[config.mk]
export PLATFORM = sky130hd
export DESIGN_NAME = dpr_port_config_retention
export DESIGN_NICKNAME = d
export VERILOG_FILES = /design/src/design/dpr_pkg.sv /design/src/design/dpr_ret_if.sv /design/src/design/dpr_retain_store.sv /design/src/design/dpr_port_config_retention.sv
export VERILOG_INCLUDE_DIRS = /design/src /design/src/design
export SDC_FILE = /design/constraint.sdc
export NUM_CORES = 1
export LEC_CHECK = 0
export BUFFER_PORTS_ARGS = -buffer_cell sky130_fd_sc_hd__buf_2
export CAP_MARGIN = 20
export CORE_MARGIN = 1
export CORE_UTILIZATION = 55
export DETAILED_ROUTE_END_ITERATION = 7
export HOLD_SLACK_MARGIN = 0.08
export PLACE_DENSITY = 0.89
export SETUP_SLACK_MARGIN = 0.15
export SLEW_MARGIN = 20
export SYNTH_ARGS = -nofsm -noshare
export SYNTH_HDL_FRONTEND = slang
export SYNTH_SLANG_ARGS = --single-unit
[constraint.sdc]
create_clock -name pclk -period 2.5 [get_ports pclk]
set_input_delay 0.25 -clock pclk [delete_from_list [all_inputs] [get_ports pclk]]
set_output_delay 0.25 -clock pclk [all_outputs]
set_load 0.02 [all_outputs]
[src/design/dpr_consts.svh]
// Offsets, field positions, widths and reset values of the port block
`ifndef DPR_CONSTS_SVH
`define DPR_CONSTS_SVH
`define DPR_ADDR_W 8
`define DPR_NLINE 48
`define DPR_NNIB 12
`define DPR_NBYTE 6
`define DPR_LANES 4
`define DPR_ID_W 4
`define DPR_OFS_OUT_LO 8'h00
`define DPR_OFS_OUT_HI 8'h04
`define DPR_OFS_DIR 8'h08
`define DPR_OFS_STATUS 8'h0c
`define DPR_OFS_EFFDIR 8'h10
`define DPR_OFS_IN_LO 8'h14
`define DPR_OFS_IN_HI 8'h18
`define DPR_STAT_RET_BIT 12
`define DPR_STAT_ID_LSB 16
`define DPR_DIR_RST 12'h000
`define DPR_OUT_RST 48'h000000000000
`define DPR_SYNC_W 66
`define DPR_SYNC_RST 66'h0
`endif

[src/design/dpr_pkg.sv]
// Types shared by the port configuration and retention block
package dpr_pkg;
  typedef logic [11:0] dpr_nib_t;
  typedef logic [47:0] dpr_word_t;
  typedef logic [3:0] dpr_id_t;
endpackage

[src/design/dpr_ret_if.sv]
// Live and kept port state passed to the retention store
`timescale 1ns/1ps
interface dpr_ret_if;
  import dpr_pkg::*;
  logic capture;
  dpr_nib_t live_dir;
  dpr_word_t live_out;
  dpr_nib_t kept_dir;
  dpr_word_t kept_out;
  modport ctrl (output capture, output live_dir, output live_out,
    input kept_dir, input kept_out);
  modport store (input capture, input live_dir, input live_out,
    output kept_dir, output kept_out);
endinterface

[src/design/dpr_retain_store.sv]
// Retention store cleared only by power-on reset
`timescale 1ns/1ps
`include "dpr_consts.svh"
module dpr_retain_store
  import dpr_pkg::*;
(
  // Clock and power-on reset
  input wire logic pclk,
  input wire logic presetn,
  // Port state
  dpr_ret_if.store ret
);
  dpr_nib_t dir_reg;
  dpr_word_t out_reg;

  // Follow live state outside warm reset, freeze during it
  always_ff @(posedge pclk or negedge presetn) begin
    if (!presetn) begin
      dir_reg <= `DPR_DIR_RST;
      out_reg <= `DPR_OUT_RST;
    end else if (ret.capture) begin
      dir_reg <= ret.live_dir;
      out_reg <= ret.live_out;
    end
  end

  assign ret.kept_dir = dir_reg;
  assign ret.kept_out = out_reg;
endmodule

[src/design/dpr_port_config_retention.sv]
// Digital port direction, output latches, straps and warm-reset retention
`timescale 1ns/1ps
`include "dpr_consts.svh"
module dpr_port_config_retention
  import dpr_pkg::*;
(
  // Clock and power-on reset
  input wire logic pclk,
  input wire logic presetn,
  // Warm reset pin, active low
  input wire logic warm_rst_n,
  // APB slave
  input wire logic psel,
  input wire logic penable,
  input wire logic pwrite,
  input wire logic [`DPR_ADDR_W-1:0] paddr,
  input wire logic [31:0] pwdata,
  input wire logic [3:0] pstrb,
  output logic [31:0] prdata,
  output logic pready,
  output logic pslverr,
  // Straps and switch
  input wire logic warm_reset_retention_strap,
  input wire logic [3:0] board_identifier_switch,
  input wire logic port_zero_low_nibble_output_strap,
  input wire logic port_zero_high_nibble_output_strap,
  input wire logic port_one_low_nibble_output_strap,
  input wire logic port_one_high_nibble_output_strap,
  input wire logic port_two_low_nibble_output_strap,
  input wire logic port_two_high_nibble_output_strap,
  input wire logic port_three_low_nibble_output_strap,
  input wire logic port_three_high_nibble_output_strap,
  input wire logic port_four_low_nibble_output_strap,
  input wire logic port_four_high_nibble_output_strap,
  input wire logic port_five_low_nibble_output_strap,
  input wire logic port_five_high_nibble_output_strap,
  // Digital lines
  input wire logic [`DPR_NLINE-1:0] pin_in,
  output logic [`DPR_NLINE-1:0] pin_out,
  output logic [`DPR_NLINE-1:0] pin_oe
);
  dpr_ret_if ret ();

  logic [`DPR_SYNC_W-1:0] sync1_reg;
  logic [`DPR_SYNC_W-1:0] sync2_reg;
  logic [`DPR_SYNC_W-1:0] raw;
  dpr_nib_t strap_raw;
  dpr_nib_t forced;
  dpr_nib_t eff_dir;
  dpr_word_t line_in;
  dpr_id_t board_id;
  logic retain_en;
  logic warm_act;
  dpr_nib_t dir_reg;
  dpr_nib_t dir_next;
  dpr_word_t out_reg;
  dpr_word_t out_next;
  dpr_word_t out_wr;
  dpr_word_t oe_next;
  logic [31:0] prdata_next;
  logic pready_reg;
  logic setup;
  logic hit;
  logic wr_en;
  logic sel_out_lo;
  logic sel_out_hi;
  logic sel_dir;
  logic sel_status;
  logic sel_effdir;
  logic sel_in_lo;
  logic sel_in_hi;
  logic dir_wr;
  logic [31:0] status_word;

  // Straps gathered as one nibble vector, bit 2p low and 2p+1 high
  assign strap_raw = {
    port_five_high_nibble_output_strap, port_five_low_nibble_output_strap,
    port_four_high_nibble_output_strap, port_four_low_nibble_output_strap,
    port_three_high_nibble_output_strap, port_three_low_nibble_output_strap,
    port_two_high_nibble_output_strap, port_two_low_nibble_output_strap,
    port_one_high_nibble_output_strap, port_one_low_nibble_output_strap,
    port_zero_high_nibble_output_strap, port_zero_low_nibble_output_strap};
  assign raw = {warm_rst_n, warm_reset_retention_strap,
    board_identifier_switch, strap_raw, pin_in};

  // Two-flop synchroniser for every pin input
  // Flops clear to zero: warm reset looks active for two cycles after
  // power-on, with the strap read as off, so defaults load then
  always_ff @(posedge pclk or negedge presetn) begin
    if (!presetn) begin
      sync1_reg <= `DPR_SYNC_RST;
      sync2_reg <= `DPR_SYNC_RST;
    end else begin
      sync1_reg <= raw;
      sync2_reg <= sync1_reg;
    end
  end

  // Synchronised fields
  assign line_in = sync2_reg[`DPR_NLINE-1:0];
  assign forced = sync2_reg[`DPR_NLINE+:`DPR_NNIB];
  assign board_id = ~sync2_reg[`DPR_NLINE+`DPR_NNIB+:`DPR_ID_W];
  assign retain_en = sync2_reg[`DPR_SYNC_W-2];
  assign warm_act = ~sync2_reg[`DPR_SYNC_W-1];

  // Strap forces output, otherwise software choice
  assign eff_dir = dir_reg | forced;

  // APB decode
  assign setup = psel & ~penable;
  assign wr_en = psel & penable & pready_reg & pwrite & ~pslverr;
  assign sel_out_lo = (paddr == `DPR_OFS_OUT_LO);
  assign sel_out_hi = (paddr == `DPR_OFS_OUT_HI);
  assign sel_dir = (paddr == `DPR_OFS_DIR);
  assign sel_status = (paddr == `DPR_OFS_STATUS);
  assign sel_effdir = (paddr == `DPR_OFS_EFFDIR);
  assign sel_in_lo = (paddr == `DPR_OFS_IN_LO);
  assign sel_in_hi = (paddr == `DPR_OFS_IN_HI);
  assign hit = sel_out_lo | sel_out_hi | sel_dir | sel_status |
    sel_effdir | sel_in_lo | sel_in_hi;

  // Direction write needs both low byte lanes, the field spans them
  assign dir_wr = wr_en & sel_dir & pstrb[0] & pstrb[1];

  // Status word: forced nibbles, retention strap, board identifier
  assign status_word = {20'h00000, forced} |
    (32'(retain_en) << `DPR_STAT_RET_BIT) |
    (32'(board_id) << `DPR_STAT_ID_LSB);

  // Read data selection, unused bits zero
  assign prdata_next =
    ({32{sel_out_lo}} & out_reg[31:0]) |
    ({32{sel_out_hi}} & {16'h0000, out_reg[47:32]}) |
    ({32{sel_dir}} & {20'h00000, dir_reg}) |
    ({32{sel_status}} & status_word) |
    ({32{sel_effdir}} & {20'h00000, eff_dir}) |
    ({32{sel_in_lo}} & line_in[31:0]) |
    ({32{sel_in_hi}} & {16'h0000, line_in[47:32]});

  // Byte-lane writes to the output latches, one per byte
  genvar gb;
  generate
    for (gb = 0; gb < `DPR_NBYTE; gb = gb + 1) begin : g_byte
      localparam int LANE = gb % `DPR_LANES;
      logic lane_wr;
      assign lane_wr = wr_en & pstrb[LANE] &
        ((gb < `DPR_LANES) ? sel_out_lo : sel_out_hi);
      assign out_wr[gb*8+:8] = lane_wr ? pwdata[LANE*8+:8] :
        out_reg[gb*8+:8];
    end
  endgenerate

  // Warm reset reloads kept state or defaults; else software writes
  // A write that meets a warm reset loses to the reload and is dropped
  assign out_next = warm_act ? (retain_en ? ret.kept_out :
    `DPR_OUT_RST) : out_wr;
  assign dir_next = warm_act ? (retain_en ? ret.kept_dir :
    `DPR_DIR_RST) :
    (dir_wr ?
    pwdata[`DPR_NNIB-1:0] : dir_reg);

  // Nibble direction expanded to line enables
  genvar gn;
  generate
    for (gn = 0; gn < `DPR_NNIB; gn = gn + 1) begin : g_nib
      assign oe_next[gn*4+:4] = {4{eff_dir[gn]}};
    end
  endgenerate

  // Port state and pin drivers; power-on gives input and low latches
  // Pins lag the registers one cycle so each output leaves a flop
  always_ff @(posedge pclk or negedge presetn) begin
    if (!presetn) begin
      dir_reg <= `DPR_DIR_RST;
      out_reg <= `DPR_OUT_RST;
      pin_out <= `DPR_OUT_RST;
      pin_oe <= `DPR_OUT_RST;
    end else begin
      dir_reg <= dir_next;
      out_reg <= out_next;
      pin_out <= out_reg;
      pin_oe <= oe_next;
    end
  end

  // Retention store follows port state outside warm reset; it takes the
  // next value so a write landing as the reset arrives is kept as well
  assign ret.capture = ~warm_act;
  assign ret.live_dir = dir_next;
  assign ret.live_out = out_next;

  dpr_retain_store u_store (
    .pclk(pclk),
    .presetn(presetn),
    .ret(ret)
  );

  // APB answer: one access cycle, error on unmapped address
  always_ff @(posedge pclk or negedge presetn) begin
    if (!presetn) begin
      pready_reg <= 1'b0;
      pslverr <= 1'b0;
      prdata <= 32'h00000000;
    end else begin
      pready_reg <= setup;
      pslverr <= setup & ~hit;
      prdata <= (setup & ~pwrite) ? prdata_next : 32'h00000000;
    end
  end

  // Ready comes straight from its flop
  assign pready = pready_reg;
endmodule

==> impl_results.md <==
* Outcome: complete, no violations
* Max incr delay on CP at 0.57 ns
* Final WS setup at 0.431 ns
* CTS max path bufs at 3
* Synth Instances at 885
* Crit share post-route at 82.7%
* Vias at 8645
* Die X at 153 µm
* Synth Net Count at 1000
* CTS root buf: clkbuf_16
* Area share of the largest cell type after synthesis at 68.9%
* Critical Path End Type: register
* Yosys top cell by area: dfrtp_1
* DP Worst Slack at 0.103 ns
* Multi-input gate area at 0.00342 mm²
* Core Region at 0.0221 mm²
* PwrDens at 762 mW/mm²
* Finished Cell Area at 0.0159 mm²
* Critical Path Fanout Max at 12
* Fin Setup TNS at 0 ns
* Sink Count at 346
* RSZ-0062 raised after global routing: false
* CTS Buf Count at 35
* Antenna violations before repair at 4
* Vias per cell at 5.80
* Chip height at 153 µm
* Clk_skew at 0.0297 ns
* Crit path max-delay family: buffers and inverters
* Number of global-route vias before repair at 9215
* Register area share after synthesis at 68.9%
* TritonRoute pass-1 iters at 5
* H-tree Lvls at 2
* RD Place Congestion at 0.810
* Fin nets at 1299
* Area after DPL at 0.0141 mm²
* Sequential Area at 0.00866 mm²
* Worst-margin pin slew at 0.625 ns
* Final hold vios at 0
* Finished Core Util at 72.1%
* VDD IR max at 0.656 mV
* Leakage at 0.00794 µW
* Max cap viols at 0
* Number of I/O port buffers at 244
* Global-route wire length before repair at 50500 µm
* # DRC at 0
* Critical-path cell list: dlygate4sd3_1, buf_2, or3b_2, nand3b_1, buf_4, o21ai_0
* DRT iter0 DRCs at 751
* Crit path buffers/inverters at 3
* Fin cells at 1491
* Startpoint types: primary input
* Worst Hold Class: in2reg
* Setup Viol. Count Final at 0
* Total Wirelength at 32400 µm
* Clock Latency Late Sink at 0.53 ns
* Relative slew slack at 58.3%
* CTS tree: done
* WS Path Type: in2reg
* Avg Inst Size Synth at 14.2 µm²
* Post-CTS sizing at 0
* Buffers inserted by post-CTS timing repair at 0
* Req. time, crit path at 2.87 ns
* Initial Util at 56.9%
* Total track usage at 28.5%
* Placed cell count at 1357
* FMAX at 483 MHz
* Grt ovf at 0
* Filler cell count in the final layout at 1315
* I/O pin count at 245
* Area contributors post-synth: dfrtp_1 (69%), mux2_2 (8.6%), a22o_1 (3.3%), mux2i_1 (2.2%), a22oi_1 (2.1%)
* ANT nets after route at 0
* Layout cell share with drive strength beyond 1 at 36.4%
* Worst Path Arrival at 2.44 ns
* Worst path slowest cell: or3b_2
* Hold_buf cts at 70
* Max-slew violations at 0
* Yosys warns at 0
* Die footprint at 0.0235 mm²
* Largest net degree at the start of global routing at 101
* Routed len/inst at 21.8 µm
* Clock-pin slew on the worst setup and hold paths at 0.06 ns
* Netlist cell types at 34
* DP Wirelength at 19500 µm
* Cell Rows at 54
* Area Growth Syn to Fin at 26.7%
* Mapped Area at 0.0126 mm²
* Min Tclk post-route at 2.07 ns
* Flops & latches, synth at 346
layout by cell type, fill, tap and decap left out, types with 2 or more instances in the layout:
cell type	synthesis	routed
nor2_1	29	29
and2_1	12	12
nor2b_1	3	2
clkinv_2	0	3
buf_12	0	8
nand2_1	42	42
mux2i_1	28	28
clkbuf_16	0	36
inv_6	0	2
dfrtp_1	346	345
buf_4	36	26
clkbuf_1	44	8
nand2b_1	13	13
or4_1	2	2
diode_2	0	4
a22oi_1	36	36
a21oi_1	5	5
buf_2	3	243
nand4_1	2	2
nor4_4	6	6
inv_1	13	13
bufinv_16	0	2
o21ai_0	25	25
a2bb2oi_1	4	4
mux2_2	96	96
nand3b_1	17	17
dlygate4sd3_1	0	70
o2bb2ai_1	12	12
nand3_1	28	28
a22o_1	48	48
nor3_1	21	20
clkbuf_8	0	7
a221o_1	3	3
metrics by stage:
step,hold WS (ns),power [µW]
2_1_floorplan,-0.0456,6560
3_3_place_gp,0.276,6870
3_5_place_dp,0.280,6920
4_1_cts,0.0997,12200
5_1_grt,0.119,12500
6_report,0.116,12100
report_power, final:
part	total [µW]	internal, µW	switching, µW
sequential	5960	5820	139
clock	5200	3070	2130
combinational	978	373	605
total	12100	9260	2880
path summary, 6_finish.rpt:
check                                             start                              endpoint  slack [ns]  cells past startpoint
worst max-delay path                            penable                   prdata[0]$_DFF_PN0_        0.43                      6
worst min-delay path                         pwdata[23]  u_store.ret.kept_out[23]$_DFFE_PN0P_        0.12                      3
worst max register to register        pslverr$_DFF_PN0_   u_store.ret.kept_out[1]$_DFFE_PN0P_        0.48                      6
worst min register to register  sync1_reg[40]$_DFF_PN0_               sync2_reg[40]$_DFF_PN0_        0.35                      0
max in group asynchronous                       presetn                   pin_oe[7]$_DFF_PN0_        1.36                      3
min in group asynchronous                       presetn                sync2_reg[5]$_DFF_PN0_        0.30                      2
layer usage:
layer	GRT usage, %	vias up	part of all wire [%]	routed length, µm
li1	-	3672	-	-
met1	35.6	4411	38	12500
met2	46.9	436	50	16200
met3	5.76	124	6.7	2160
met4	15.8	2	4.9	1580
met5	0	-	0.025	8
worst reg2reg max path: cells and delay by family, from the launching register on:
kind,cells,cell delay (ns)
mux,2,0.63
simple gates,2,0.46
buf+inv,2,0.43
flops,1,0.37
logic make-up after synthesis:
group | count (synthesis) | synth area share (%)
mux | 124 | 10.8
buf+inv | 99 | 4.06
compound gates | 136 | 8.21
flops | 346 | 68.9
simple gates | 180 | 8.04
cell type report:
class,instances,area share (%)
Antenna cell,4,0.0629
Clock buffer,51,6.45
Clock inverter,9,0.731
Inverter,13,0.306
Multi-Input combinational cell,440,21.5
Sequential cell,346,54.4
Tap cell,280,2.20
Timing Repair Buffer,348,14.4
Yosys cell counts:
cell and n:
dfrtp_1 346, mux2_2 96, a22o_1 48, clkbuf_1 44, nand2_1 42, a22oi_1 36, buf_4 36, nor2_1 29
mux2i_1 28, nand3_1 28, o21ai_0 25, nor3_1 21, nand3b_1 17, inv_1 13, nand2b_1 13, and2_1 12
o2bb2ai_1 12, nor4_4 6, a21oi_1 5, a2bb2oi_1 4, a221o_1 3, buf_1 3, buf_2 3, nor2b_1 3
nand4_1 2, or4_1 2, a21boi_0 1, a31oi_1 1, nor4_1 1, o211ai_1 1, or2_2 1, or3b_2 1
or4b_1 1, or4b_2 1
No activity file was read; power rests on OpenSTA's default activity.
